### src/rtl/motion_pkg.sv
// Package of register map, field layouts, timing and carrier types for the
// freefall/motion debounce and auto-sleep block.
// Assumes a 100 MHz core clock and a simple strobe register port.
package motion_pkg;
    // Register offsets
    localparam logic [7:0] ADDR_THRESHOLD = 8'h17;
    localparam logic [7:0] ADDR_DEBOUNCE = 8'h18;
    localparam logic [7:0] ADDR_INACTIVITY = 8'h29;
    localparam logic [7:0] ADDR_EVENT_SOURCE = 8'h16;
    localparam logic [7:0] ADDR_EVENT_CONFIG = 8'h15;
    localparam logic [7:0] ADDR_SYS_CTRL_ONE = 8'h2A;
    localparam logic [7:0] ADDR_SYS_CTRL_TWO = 8'h2B;
    localparam logic [7:0] ADDR_WAKE_SOURCE = 8'h2C;
    localparam logic [7:0] ADDR_INT_ENABLE = 8'h2D;
    localparam logic [7:0] ADDR_SYS_MODE = 8'h0B;
    localparam logic [7:0] RESET_BYTE = 8'h00;

    // Field positions
    localparam int THS_MODE_BIT = 7;
    localparam int CFG_LATCH_BIT = 7;
    localparam int CFG_COMBINE_BIT = 6;
    localparam int CFG_Z_BIT = 5;
    localparam int CFG_Y_BIT = 4;
    localparam int CFG_X_BIT = 3;
    localparam int SRC_ACTIVE_BIT = 7;
    localparam int CTRL1_ACTIVE_BIT = 0;
    localparam int CTRL2_SLEEP_EN_BIT = 2;
    localparam int WAKE_FALL_BIT = 3;
    localparam int WAKE_ORIENT_BIT = 5;
    localparam int INTEN_SLEEP_BIT = 7;
    localparam int INTEN_ORIENT_BIT = 4;
    localparam int INTEN_FALL_BIT = 2;

    // Threshold scale: 0.063 g per count, samples are 10-bit at 8 g span
    localparam int SAMPLE_WIDTH = 10;
    localparam int THS_WIDTH = 7;
    localparam int THS_SHIFT = 2;
    localparam logic [SAMPLE_WIDTH-1:0] MAG_ONE = 10'h001;

    // Inactivity step times
    localparam int CLOCK_MHZ = 100;
    localparam int STEP_SHORT_MS = 320;
    localparam int STEP_LONG_MS = 640;
    localparam int STEP_SHORT_CYCLES = STEP_SHORT_MS * 1000 * CLOCK_MHZ;
    localparam int STEP_LONG_CYCLES = STEP_LONG_MS * 1000 * CLOCK_MHZ;
    localparam logic [2:0] RATE_SLOWEST = 3'h7;
    localparam logic [1:0] SLEEP_RATE_SLOWEST = 2'h3;
    localparam int STEP_WIDTH = 27;

    // Oversampling modes
    localparam logic [1:0] OSR_NORMAL = 2'h0;
    localparam logic [1:0] OSR_LOW_NOISE = 2'h1;
    localparam logic [1:0] OSR_HIGH_RES = 2'h2;
    localparam logic [1:0] OSR_LOW_POWER = 2'h3;
    // Rate codes at which a debounce step limit starts to apply
    localparam logic [2:0] RATE_400 = 3'h1;
    localparam logic [2:0] RATE_50 = 3'h4;
    localparam logic [2:0] RATE_12 = 3'h5;
    localparam logic [2:0] RATE_6 = 3'h6;

    typedef enum logic [2:0] {
        ST_STANDBY = 3'b001,
        ST_WAKE = 3'b010,
        ST_SLEEP = 3'b100
    } power_state_e;

    typedef struct packed {
        logic [SAMPLE_WIDTH-1:0] x;
        logic [SAMPLE_WIDTH-1:0] y;
        logic [SAMPLE_WIDTH-1:0] z;
    } accel_sample_s;

    typedef struct packed {
        logic [7:0] addr;
        logic [7:0] wdata;
        logic write;
        logic read;
    } reg_req_s;
endpackage : motion_pkg

### src/rtl/step_divider.sv
// Decimates the per-sample strobe to the debounce time step.
// Assumes sample strobes arrive one cycle wide at the effective data rate.
`default_nettype none
module step_divider
    import motion_pkg::*;
(
    // Clock and reset
    input wire logic mclk_in,
    input wire logic rst_n_in,
    input wire logic clk_en_in,
    // Control
    input wire logic sample_in,
    input wire logic [3:0] ratio_in,
    // Step out
    output logic step_out
);
    logic [3:0] count;
    logic [3:0] next_count;
    logic next_step;

    always_comb
    begin
        next_count = count;
        next_step = 1'b0;
        if (sample_in)
        begin
            if (count + 4'h1 >= ratio_in)
            begin
                next_count = 4'h0;
                next_step = 1'b1;
            end
            else
            begin
                next_count = count + 4'h1;
            end
        end
    end

    always_ff @(posedge mclk_in or negedge rst_n_in)
    begin
        if (!rst_n_in)
        begin
            count <= 4'h0;
            step_out <= 1'b0;
        end
        else if (clk_en_in)
        begin
            count <= next_count;
            step_out <= next_step;
        end
    end
endmodule : step_divider
`default_nettype wire

### src/rtl/motion_debounce_autosleep.sv
// Freefall/motion threshold detection, debounce counter and auto-wake/sleep
// inactivity timer. Registers sit on a plain strobe port.
// Assumes samples are magnitude-ready signed 10-bit words on an 8 g span.
`default_nettype none
module motion_debounce_autosleep
    import motion_pkg::*;
(
    // Clock and reset
    input wire logic mclk_in,
    input wire logic rst_n_in,
    input wire logic clk_en_in,
    // Register port
    input wire logic [7:0] addr_in,
    input wire logic [7:0] wdata_in,
    input wire logic write_in,
    input wire logic read_in,
    output logic [7:0] rdata_out,
    // Samples and other detectors
    input wire logic sample_valid_in,
    input wire accel_sample_s sample_in,
    input wire logic orient_event_in,
    // Status
    output logic event_active_out,
    output logic sleeping_out,
    output logic [2:0] power_state_out,
    output logic [2:0] active_rate_out,
    output logic sleep_change_out
);
    // ---------------------------------------------------------------
    // Registers
    // ---------------------------------------------------------------
    reg_req_s req;
    logic [7:0] fall_motion_threshold;
    logic [7:0] fall_motion_debounce_count;
    logic [7:0] sleep_inactivity_count;
    logic [7:0] event_config;
    logic [7:0] system_control_one;
    logic [7:0] system_control_two;
    logic [7:0] wake_source_select_register;
    logic [7:0] interrupt_enable_register;
    logic [7:0] fall_motion_event_source_register;
    logic [7:0] next_threshold;
    logic [7:0] next_debounce;
    logic [7:0] next_inactivity;
    logic [7:0] next_config;
    logic [7:0] next_ctrl_one;
    logic [7:0] next_ctrl_two;
    logic [7:0] next_wake_sel;
    logic [7:0] next_int_en;
    logic [7:0] next_rdata;
    assign req = '{addr: addr_in, wdata: wdata_in, write: write_in, read: read_in};
    logic [7:0] debounce;
    logic [7:0] next_debounce_cnt;
    logic [7:0] next_source;
    logic next_event_active;
    power_state_e state;
    power_state_e next_state;
    logic [STEP_WIDTH-1:0] step_timer;
    logic [STEP_WIDTH-1:0] next_step_timer;
    logic [7:0] inactive_steps;
    logic [7:0] next_inactive_steps;
    logic next_sleep_change;

    // ---------------------------------------------------------------
    // Helpers
    // ---------------------------------------------------------------
    function automatic logic [SAMPLE_WIDTH-1:0] magnitude(input logic [SAMPLE_WIDTH-1:0] v);
        magnitude = v[SAMPLE_WIDTH-1] ? (~v + MAG_ONE) : v;
    endfunction : magnitude

    // Debounce samples per step: a step never spans more than one sample
    function automatic logic [3:0] step_ratio(input logic [2:0] rate, input logic [1:0] osr);
        step_ratio = ((osr == OSR_HIGH_RES) && (rate > RATE_400)) ? 4'h1 : 4'h1;
    endfunction : step_ratio

    // ---------------------------------------------------------------
    // Register access
    // ---------------------------------------------------------------
    logic source_read;
    assign source_read = req.read && (req.addr == ADDR_EVENT_SOURCE);

    always_comb
    begin
        next_threshold = fall_motion_threshold;
        next_debounce = fall_motion_debounce_count;
        next_inactivity = sleep_inactivity_count;
        next_config = event_config;
        next_ctrl_one = system_control_one;
        next_ctrl_two = system_control_two;
        next_wake_sel = wake_source_select_register;
        next_int_en = interrupt_enable_register;
        next_rdata = RESET_BYTE;
        if (req.write)
        begin
            unique case (req.addr)
                ADDR_THRESHOLD: next_threshold = req.wdata;
                ADDR_DEBOUNCE: next_debounce = req.wdata;
                ADDR_INACTIVITY: next_inactivity = req.wdata;
                ADDR_EVENT_CONFIG: next_config = {req.wdata[7:3], 3'h0};
                ADDR_SYS_CTRL_ONE: next_ctrl_one = {req.wdata[7:3], 1'b0, req.wdata[1:0]};
                ADDR_SYS_CTRL_TWO: next_ctrl_two = req.wdata;
                ADDR_WAKE_SOURCE: next_wake_sel = req.wdata;
                ADDR_INT_ENABLE: next_int_en = req.wdata;
                default: ;
            endcase
        end
        if (req.read)
        begin
            unique case (req.addr)
                ADDR_THRESHOLD: next_rdata = fall_motion_threshold;
                ADDR_DEBOUNCE: next_rdata = fall_motion_debounce_count;
                ADDR_INACTIVITY: next_rdata = sleep_inactivity_count;
                ADDR_EVENT_CONFIG: next_rdata = event_config;
                ADDR_EVENT_SOURCE: next_rdata = fall_motion_event_source_register;
                ADDR_SYS_CTRL_ONE: next_rdata = system_control_one;
                ADDR_SYS_CTRL_TWO: next_rdata = system_control_two;
                ADDR_WAKE_SOURCE: next_rdata = wake_source_select_register;
                ADDR_INT_ENABLE: next_rdata = interrupt_enable_register;
                ADDR_SYS_MODE: next_rdata = {5'h00, state};
                default: next_rdata = RESET_BYTE;
            endcase
        end
    end

    always_ff @(posedge mclk_in or negedge rst_n_in)
    begin
        if (!rst_n_in)
        begin
            fall_motion_threshold <= RESET_BYTE;
            fall_motion_debounce_count <= RESET_BYTE;
            sleep_inactivity_count <= RESET_BYTE;
            event_config <= RESET_BYTE;
            system_control_one <= RESET_BYTE;
            system_control_two <= RESET_BYTE;
            wake_source_select_register <= RESET_BYTE;
            interrupt_enable_register <= RESET_BYTE;
            rdata_out <= RESET_BYTE;
        end
        else if (clk_en_in)
        begin
            fall_motion_threshold <= next_threshold;
            fall_motion_debounce_count <= next_debounce;
            sleep_inactivity_count <= next_inactivity;
            event_config <= next_config;
            system_control_one <= next_ctrl_one;
            system_control_two <= next_ctrl_two;
            wake_source_select_register <= next_wake_sel;
            interrupt_enable_register <= next_int_en;
            rdata_out <= next_rdata;
        end
    end

    // ---------------------------------------------------------------
    // Threshold comparison
    // ---------------------------------------------------------------
    logic [SAMPLE_WIDTH-1:0] limit;
    logic [2:0] axis_high;
    logic [2:0] axis_low;
    logic [2:0] axis_en;
    logic [2:0] axis_neg;
    logic condition;
    logic [SAMPLE_WIDTH-1:0] axis_val [3];
    // Threshold counts map onto the raw 8 g scale, not the output range
    assign limit = SAMPLE_WIDTH'(fall_motion_threshold[THS_WIDTH-1:0]) << THS_SHIFT;
    assign axis_val[0] = sample_in.x;
    assign axis_val[1] = sample_in.y;
    assign axis_val[2] = sample_in.z;
    assign axis_en = {event_config[CFG_Z_BIT], event_config[CFG_Y_BIT],
                      event_config[CFG_X_BIT]};
    genvar g;
    generate
        for (g = 0; g < 3; g++)
        begin : g_axis
            assign axis_high[g] = axis_en[g] && (magnitude(axis_val[g]) > limit);
            assign axis_low[g] = !axis_en[g] || (magnitude(axis_val[g]) <= limit);
            assign axis_neg[g] = axis_val[g][SAMPLE_WIDTH-1];
        end
    endgenerate
    // Freefall needs at least one axis enabled to mean anything
    assign condition = event_config[CFG_COMBINE_BIT] ? |axis_high
                     : (&axis_low && |axis_en);

    // ---------------------------------------------------------------
    // Debounce counter and source flags
    // ---------------------------------------------------------------
    logic debounce_step;
    logic [2:0] eff_rate;
    logic [1:0] eff_osr;
    logic latched;
    assign eff_rate = (state == ST_SLEEP) ? {1'b0, system_control_one[7:6]}
                                          : system_control_one[5:3];
    assign eff_osr = (state == ST_SLEEP) ? system_control_two[4:3] : system_control_two[1:0];
    assign latched = event_config[CFG_LATCH_BIT] && fall_motion_event_source_register[SRC_ACTIVE_BIT];
    step_divider u_step (
        .mclk_in(mclk_in),
        .rst_n_in(rst_n_in),
        .clk_en_in(clk_en_in),
        .sample_in(sample_valid_in && (state != ST_STANDBY)),
        .ratio_in(step_ratio(eff_rate, eff_osr)),
        .step_out(debounce_step)
    );

    always_comb
    begin
        next_debounce_cnt = debounce;
        next_source = fall_motion_event_source_register;
        next_event_active = 1'b0;
        if (debounce_step)
        begin
            if (condition)
            begin
                if (debounce < fall_motion_debounce_count)
                    next_debounce_cnt = debounce + 8'h01;
            end
            else if (fall_motion_threshold[THS_MODE_BIT])
                next_debounce_cnt = RESET_BYTE;
            else if (debounce != RESET_BYTE)
                next_debounce_cnt = debounce - 8'h01;
        end
        if (source_read)
            next_source = RESET_BYTE;
        if (debounce_step && !latched)
        begin
            if (condition && (next_debounce_cnt >= fall_motion_debounce_count))
            begin
                next_source = {1'b1, 1'b0, axis_high[2], axis_neg[2], axis_high[1],
                               axis_neg[1], axis_high[0], axis_neg[0]};
                next_event_active = 1'b1;
            end
            else if (!event_config[CFG_LATCH_BIT])
                next_source = RESET_BYTE;
        end
    end

    always_ff @(posedge mclk_in or negedge rst_n_in)
    begin
        if (!rst_n_in)
        begin
            debounce <= RESET_BYTE;
            fall_motion_event_source_register <= RESET_BYTE;
            event_active_out <= 1'b0;
        end
        else if (clk_en_in)
        begin
            debounce <= next_debounce_cnt;
            fall_motion_event_source_register <= next_source;
            event_active_out <= next_source[SRC_ACTIVE_BIT];
        end
    end

    // ---------------------------------------------------------------
    // Auto wake/sleep
    // ---------------------------------------------------------------
    logic fall_wake;
    logic orient_wake;
    logic activity;
    logic [STEP_WIDTH-1:0] step_len;
    // Only orientation and freefall/motion count as activity
    assign fall_wake = next_event_active && interrupt_enable_register[INTEN_FALL_BIT]
                     && wake_source_select_register[WAKE_FALL_BIT];
    assign orient_wake = orient_event_in && interrupt_enable_register[INTEN_ORIENT_BIT]
                       && wake_source_select_register[WAKE_ORIENT_BIT];
    assign activity = fall_wake || orient_wake;
    assign step_len = (system_control_one[5:3] == RATE_SLOWEST)
                    ? STEP_WIDTH'(STEP_LONG_CYCLES - 1)
                    : STEP_WIDTH'(STEP_SHORT_CYCLES - 1);
    always_comb
    begin
        next_state = state;
        next_step_timer = step_timer;
        next_inactive_steps = inactive_steps;
        next_sleep_change = 1'b0;
        unique case (state)
            ST_STANDBY:
            begin
                next_step_timer = '0;
                next_inactive_steps = RESET_BYTE;
                if (system_control_one[CTRL1_ACTIVE_BIT])
                    next_state = ST_WAKE;
            end
            ST_WAKE:
            begin
                if (!system_control_two[CTRL2_SLEEP_EN_BIT] || activity)
                begin
                    next_step_timer = '0;
                    next_inactive_steps = RESET_BYTE;
                end
                else if (inactive_steps >= sleep_inactivity_count)
                begin
                    next_state = ST_SLEEP;
                    next_sleep_change = interrupt_enable_register[INTEN_SLEEP_BIT];
                end
                else if (step_timer >= step_len)
                begin
                    next_step_timer = '0;
                    next_inactive_steps = inactive_steps + 8'h01;
                end
                else
                    next_step_timer = step_timer + STEP_WIDTH'(1);
            end
            ST_SLEEP:
            begin
                if (activity || !system_control_two[CTRL2_SLEEP_EN_BIT])
                begin
                    next_state = ST_WAKE;
                    next_step_timer = '0;
                    next_inactive_steps = RESET_BYTE;
                    next_sleep_change = interrupt_enable_register[INTEN_SLEEP_BIT];
                end
            end
            default: next_state = ST_STANDBY;
        endcase
        // Dropping the active bit returns to standby from anywhere
        if (!system_control_one[CTRL1_ACTIVE_BIT])
            next_state = ST_STANDBY;
    end

    always_ff @(posedge mclk_in or negedge rst_n_in)
    begin
        if (!rst_n_in)
        begin
            state <= ST_STANDBY;
            step_timer <= '0;
            inactive_steps <= RESET_BYTE;
            sleep_change_out <= 1'b0;
            sleeping_out <= 1'b0;
            power_state_out <= ST_STANDBY;
            active_rate_out <= 3'h0;
        end
        else if (clk_en_in)
        begin
            state <= next_state;
            step_timer <= next_step_timer;
            inactive_steps <= next_inactive_steps;
            sleep_change_out <= next_sleep_change;
            sleeping_out <= (next_state == ST_SLEEP);
            power_state_out <= next_state;
            active_rate_out <= (next_state == ST_SLEEP) ? {1'b0, system_control_one[7:6]}
                                                        : system_control_one[5:3];
        end
    end
endmodule : motion_debounce_autosleep
`default_nettype wire

### config.mk
export PLATFORM = sky130hd
export DESIGN_NAME = motion_debounce_autosleep
export DESIGN_NICKNAME = d
export VERILOG_FILES = /design/src/rtl/motion_pkg.sv /design/src/rtl/step_divider.sv /design/src/rtl/motion_debounce_autosleep.sv
export SDC_FILE = /design/constraint.sdc
export NUM_CORES = 1
export LEC_CHECK = 0
export BUFFER_PORTS_ARGS = -buffer_cell sky130_fd_sc_hd__buf_2
export CAP_MARGIN = 10
export CORE_UTILIZATION = 56
export DETAILED_ROUTE_END_ITERATION = 6
export PLACE_DENSITY = 0.78
export RECOVER_POWER = 25
export SLEW_MARGIN = 25
export SYNTH_ARGS = -nofsm -noshare
export SYNTH_HDL_FRONTEND = slang
export SYNTH_HIERARCHICAL = 1
export SYNTH_SLANG_ARGS = --single-unit
### constraint.sdc
create_clock -name mclk_in -period 4.55 [get_ports mclk_in]
set_clock_uncertainty 0.05 [all_clocks]
set_input_delay 0.91 -clock mclk_in [delete_from_list [all_inputs] [get_ports mclk_in]]
set_output_delay 0.91 -clock mclk_in [all_outputs]
set_load 0.05 [all_outputs]
# Word level (Yosys, flattened, before mapping)
# Cells that the tools add are included.
# word_totals
output_inout_bits	17
in_bits	53
wordCells	141
regBits	133
# op_classes
reduce_logical	39
bitwise	3
add_sub_neg	8
order_cmp	11
eq_ne	19
mux	41
# ops
op	count
$mux W8	14
$mux W27	4
$pmux W27 S3	1
$pmux W8 S10	1
$eq A8 B6 Y1 const B	5
$eq A8 B5 Y1 const B	4
$add A10 B1 Y10 const B	3
$gt A10 B9 Y1	3
$le A10 B9 Y1	3
$mux W10	3
$not A10 Y10	3
$add A27 B1 Y27 const B	1
$ge A27 B26 Y1	1
$reduce_and A3 Y1	9
$mux W26	1
$pmux W8 S3	1
$add A8 B1 Y8 const B	2
$ge A8 B8 Y1	2
$mux W3	5
$logic_and A1 B1 Y1	13
$eq A3 B3 Y1 const B	3
$pmux W3 S3	1
$eq A8 B4 Y1 const B	1
$lt A8 B8 Y1	1
19 further kinds	36

# Logic depth before layout (Yosys ltp)
# logic_depth
depth_word	23
depth_mapped	26
depth_no_buf	24

# Hierarchy
# The synthesis kept the hierarchy.
# by_module_without_submodules
mod	area_each_um2	n_inst	seq_area_each_um2	cells_each
motion_debounce_autosleep	8909.8	1	3179.3	951
step_divider	356.6	1	125.1	35

# Least setup slack after synthesis
# No wires, ideal clock.
# synth_timing
path_type	input to register
startpoint	input sample_in[2] (netlist name)
endpoint	register step_timer[0]
t_required_ns	4.436
n_path_buf	2
stages	24
arrival_ns	6.223
slack_ns	-1.787
setup_ns	0.064
cell_sequence	or3_1 > or3b_2 > o31ai_1 > xnor2_1 > ha_1 > and4b_1 > a31o_2 > a31oi_1 > or2_2 > o31a_1 > buf_2 > nor2_1 > a211o_1 > o211a_1 > ha_1 > a21o_1 > a2111oi_0 > o21ai_0 > a21oi_1 > o31a_1 > nor2_2 > nor3_4 > buf_6 > mux2_2
# synth_between
elab_chain_len	20
word_cells_on_any_way	26
classes_between	add/sub (1); order compare (3); eq/ne (2); mux (8); bitwise (1); reduce/logical (11)
# synth_lines
item	line	rtl
start: declaration	motion_debounce_autosleep.sv:20	input wire accel_sample_s sample_in,
$not A10 Y10	motion_debounce_autosleep.sv:68	magnitude = v[SAMPLE_WIDTH-1] ? (~v + MAG_ONE) : v;
$add A10 B1 Y10	motion_debounce_autosleep.sv:68	
$mux W10 *	motion_debounce_autosleep.sv:68	
$le A10 B9 Y1	motion_debounce_autosleep.sv:175	assign axis_low[g] = !axis_en[g] || (magnitude(axis_val[g]) <= limit);
$logic_or A1 B1 Y1	motion_debounce_autosleep.sv:175	
$reduce_and A3 Y1	motion_debounce_autosleep.sv:181	: (&axis_low && |axis_en);
$logic_and A1 B1 Y1	motion_debounce_autosleep.sv:181	
$mux W1 *	motion_debounce_autosleep.sv:180	assign condition = event_config[CFG_COMBINE_BIT] ? |axis_high
[... 2 more ...]	--	
via next_debounce_cnt[4]	motion_debounce_autosleep.sv:53	logic [7:0] next_debounce_cnt;
[... 2 more ...]	--	
$mux W1 *	motion_debounce_autosleep.sv:224	if (condition && (next_debounce_cnt >= fall_motion_debounce_count))
$mux W1 *	motion_debounce_autosleep.sv:222	if (debounce_step && !latched)
$logic_and A1 B1 Y1 *	motion_debounce_autosleep.sv:259	assign fall_wake = next_event_active && interrupt_enable_register[INTEN_FALL_BIT]
$logic_and A1 B1 Y1 *	motion_debounce_autosleep.sv:260	&& wake_source_select_register[WAKE_FALL_BIT];
$logic_or A1 B1 Y1 *	motion_debounce_autosleep.sv:263	assign activity = fall_wake || orient_wake;
$logic_or A1 B1 Y1 *	motion_debounce_autosleep.sv:283, motion_debounce_autosleep.sv:303	
$ne A3 B3 Y1 (no source line) (tied with other cells)	--	
$reduce_and A4 Y1 (no source line) or $pmux W27 S3 (tied branches)	--	
end signal: assignment	motion_debounce_autosleep.sv:333	step_timer <= next_step_timer;
end: declaration	motion_debounce_autosleep.sv:58	logic [STEP_WIDTH-1:0] step_timer;
# The timed path passes the listed nets; every way through them passes the cells marked *.
# A chain may end at the register's enable or synchronous reset.

# Worst setup path in the final report
# layout_timing
startpoint	input sample_in[2] (netlist name)
endpoint	register step_timer[18]
# The elaborated chain is that of the path after synthesis.

==> impl_metrics.env <==
export IMPL_relSlewSlack_pct=-85.2
export IMPL_instances_no_fill=1430
export IMPL_seqPwrFrac_pct=39.9
export IMPL_synth_compound_area_share_pct=20.8
export IMPL_p_sw_w=0.000876
export IMPL_fin_ws_ps=-1560
export IMPL_placementRows=46
export IMPL_first_global_vias=8815
export IMPL_place_congestion=0.974
export IMPL_clockBufferDepth=2
export IMPL_grt_pass1_wl_um=44400
export IMPL_peakVddDrop_mv=0.274
export IMPL_drt_iter0_drc=868
export IMPL_crit_path_max_fanout=6
export IMPL_cts_root_buf="clkbuf_16"
export IMPL_vias_per_cell=6.49
export IMPL_dp_slack_ps=-2330
export IMPL_worst_pin_slew_ps=2780
export IMPL_die_w_um=131
export IMPL_overflow=0
export IMPL_synthXorXnorAreaFrac_pct=2.17
export IMPL_avgSynthCellArea_um2=9.40
export IMPL_coreArea_um2=16000
export IMPL_nets=1318
export IMPL_crit_top_cell="buf_4"
export IMPL_fin_crit_ps=6110
export IMPL_netlist_area_um2=9270
export IMPL_power_density_nw_per_um2=255
export IMPL_layout_drive_gt1_share_pct=33.6
export IMPL_dpl_cell_count=1372
export IMPL_yosysWarnings=6
export IMPL_die_area_um2=17100
export IMPL_critPathRequiredTime_ps=4870
export IMPL_worstPathArrival_ps=6430
export IMPL_holdWs_ps=425
export IMPL_cp_start_kind="input pin"
export IMPL_ys_ff_latch=132
export IMPL_path_class="input pin to register"
export IMPL_status="complete, but fails checks"
export IMPL_grt_max_degree=112
export IMPL_cts_inserted_buffers=17
export IMPL_hold_violations=0
export IMPL_swShare_pct=28.4
export IMPL_initial_core_util_pct=57.9
export IMPL_met3_usage_pct=7.37
export IMPL_max_cap_violations=1
export IMPL_synth_edf_count=0
export IMPL_cts_hold_buf=0
export IMPL_max_freq_mhz=164
export IMPL_routedWlPerCell_um=20.1
export IMPL_synthMuxAreaShare_pct=9.03
export IMPL_finalCritPeriodShare_pct=134
export IMPL_synth_top_family_by_area="compound AO/OA/AOI/OAI gates"
export IMPL_antenna_found_initial=0
export IMPL_drc_errors=3
export IMPL_p_int_w=0.00220
export IMPL_seq_area_frac_synth_pct=35.7
export IMPL_clk_latency_ps=440
export IMPL_cts_tree="done"
export IMPL_setup_viol=50
export IMPL_use_met1_pct=40.6
export IMPL_synth_cell_type_count=88
export IMPL_post_route_util_pct=75.5
export IMPL_diodes=0
export IMPL_dr_pass1_iters=7
export IMPL_slew_violations=112
export IMPL_portBuffers=69
export IMPL_io_pins=70
export IMPL_via_count=9286
export IMPL_cp_end_kind="register"
export IMPL_cts_clk_slew_worst_paths_ps=60
export IMPL_die_h_um=131
export IMPL_async_flop_share_pct=100
export IMPL_worst_hold_path_type="register to register"
export IMPL_areaGrowthSynthToFinish_pct=30.4
export IMPL_rsz0062_at_grt="true"
export IMPL_share_comb_of_total_power_pct=15.0
export IMPL_ant_nets=0
export IMPL_tns_ps=-70050
export IMPL_globalRoute_busiestLayer="met2"
export IMPL_synthCells=986
export IMPL_grtUsageTotal_pct=34.1
export IMPL_slowest_stage="or3b_4"
export IMPL_dp_hpwl_um=19000
export IMPL_max_stage_delay_ps=400
export IMPL_p_leak_nw=5.79
export IMPL_htree_levels=4
export IMPL_grt_use_met2_pct=57.4
export IMPL_cts_num_sinks=132
export IMPL_ys_flop_type="dfrtp_1"
export IMPL_finalWirelength_um=28700
export IMPL_synth_simple_area_share_pct=19.7
export IMPL_synth_adder_area_share_pct=8.64
export IMPL_clockPowerShare_pct=45.1
export IMPL_failed_checks="DRC, capacitance limit, slew limit, setup timing"
## through the flow
step / power (W) / area (µm²)
after global routing: 0.00318 / 12100
after detailed placement: 0.00165 / 10800
final: 0.00308 / 12100
after floorplan: 0.00146 / 9360
after global placement: 0.00164 / 10800
after CTS: 0.00306 / 11900
## worst max-delay path, delay by kind of cell
family,cells,cell delay [ps]
AO/OA/AOI/OAI,13,2260
XOR/XNOR,1,140
adder cells (fa/ha/maj),2,470
buffers and inverters,8,1160
AND/OR/NAND/NOR,6,1480
## placed cells by master, fill, tap and decap left out, drive strengths merged, types with 13 or more instances in the layout
master    n
clkbuf   22
nor3     31
mux2     58
a21oi    29
dfrtp   131
and3     40
a21o     21
nand2    81
xnor2    21
nand3    44
buf     223
inv      60
o21ai    53
a31oi    14
mux2i    18
nand2b   13
a22oi    15
o31ai    14
nor2     64
ha       64
a221o    27
## area by class of cell
| cell class | count | area [µm²] |
|---|---|---|
| fillers | 1064 | 3920 |
| well taps | 216 | 270 |
| repair buffers | 226 | 1680 |
| flip-flops and latches | 132 | 3300 |
| inverters | 53 | 199 |
| clock buffers | 19 | 453 |
| multi-input cells | 771 | 6050 |
| clock inverters | 13 | 133 |
## state kept, by name, summed over array words and instances (netlist names)
name and count:
inactive_steps 8, sleep_change_out 1, sleeping_out 1, state 3, system_control_two 8, rdata_out 8, u_step/count 4, active_rate_out 3
fall_motion_threshold 8, step_timer 27, event_active_out 1, sleep_inactivity_count 8, u_step/step_out 1, event_config 5, fall_motion_event_source_register 7, fall_motion_debounce_count 8
interrupt_enable_register 8, debounce 8, wake_source_select_register 8, system_control_one 7
## path summary, 6_finish.rpt
check | startpoint | to | slack, ps | depth (start not counted)
worst min-delay path | rdata_out[6] | rdata_out[6] | 430 | 1
worst max-delay path | sample_in[2] | step_timer[18] | -1560 | 30
worst max register to register | fall_motion_threshold[3] | step_timer[18] | -690 | 25
worst min register to register | rdata_out[6] | rdata_out[6] | 430 | 1
max in group asynchronous | rst_n_in | fall_motion_threshold[5] | 1540 | 1
min in group asynchronous | rst_n_in | u_step/count[3] | 1270 | 1
## synth_stat cells, types with 5 or more instances
cell type / instances / area [µm²]
dfrtp_1: 131 / 3280
nand2_1: 80 / 300
ha_1: 64 / 801
nor2_1: 63 / 236
mux2_2: 57 / 642
inv_1: 52 / 195
o21ai_0: 47 / 235
nand3_1: 43 / 215
and3_1: 40 / 250
a21oi_1: 29 / 145
nor3_1: 29 / 145
a221o_1: 27 / 270
a21o_1: 21 / 158
clkbuf_1: 21 / 78.8
xnor2_1: 21 / 184
mux2i_1: 18 / 180
a22oi_1: 15 / 113
a31oi_1: 14 / 87.6
nand2b_1: 13 / 81.3
o31ai_1: 12 / 90.1
or3_1: 12 / 75.1
nand4_1: 11 / 68.8
or2_2: 10 / 62.6
nor2b_1: 9 / 56.3
a221oi_1: 7 / 61.3
nor4_1: 7 / 43.8
a22o_1: 6 / 52.6
o21a_1: 6 / 45.0
o2bb2ai_1: 6 / 52.6
a211oi_1: 5 / 37.5
a2bb2oi_1: 5 / 43.8
buf_2: 5 / 25.0
buf_6: 5 / 56.3
o211ai_1: 5 / 37.5
## power by group through the flow
stage	Clock (W)	Combinational, W	Sequential [W]
final	0.00139	0.000461	0.00123
after global routing	0.00144	0.000502	0.00123
after CTS	0.00139	0.000444	0.00123
after detailed placement	0	0.000402	0.00125
after global placement	0	0.000391	0.00125
after floorplan	0	0.000211	0.00125
## logic make-up after synthesis
| kind of cell | count (synthesis) |
|---|---|
| flip-flops | 132 |
| multiplexers | 76 |
| other | 2 |
| AND/OR/NAND/NOR | 349 |
| adder cells (fa/ha/maj) | 64 |
| AO/OA/AOI/OAI | 254 |
| buffers and inverters | 86 |
| XOR/XNOR | 23 |
## per-layer routing
layer	part of all wire [%]	up-vias	wire length, µm
met5	0	-	0
met4	5.7	0	1640
met3	7.1	158	2050
met2	49	493	14000
met1	38	4468	11000
li1	-	4167	-
## what timing repair did
item	CTS	global route
setup buffers	14	11
setup endpoints to repair	50	50
endpoints found under the hold margin	0	0
gates cloned	3	3
pin swaps	33	25
resized for setup	61	32
Note: power is estimated with default switching activity, not from simulation.
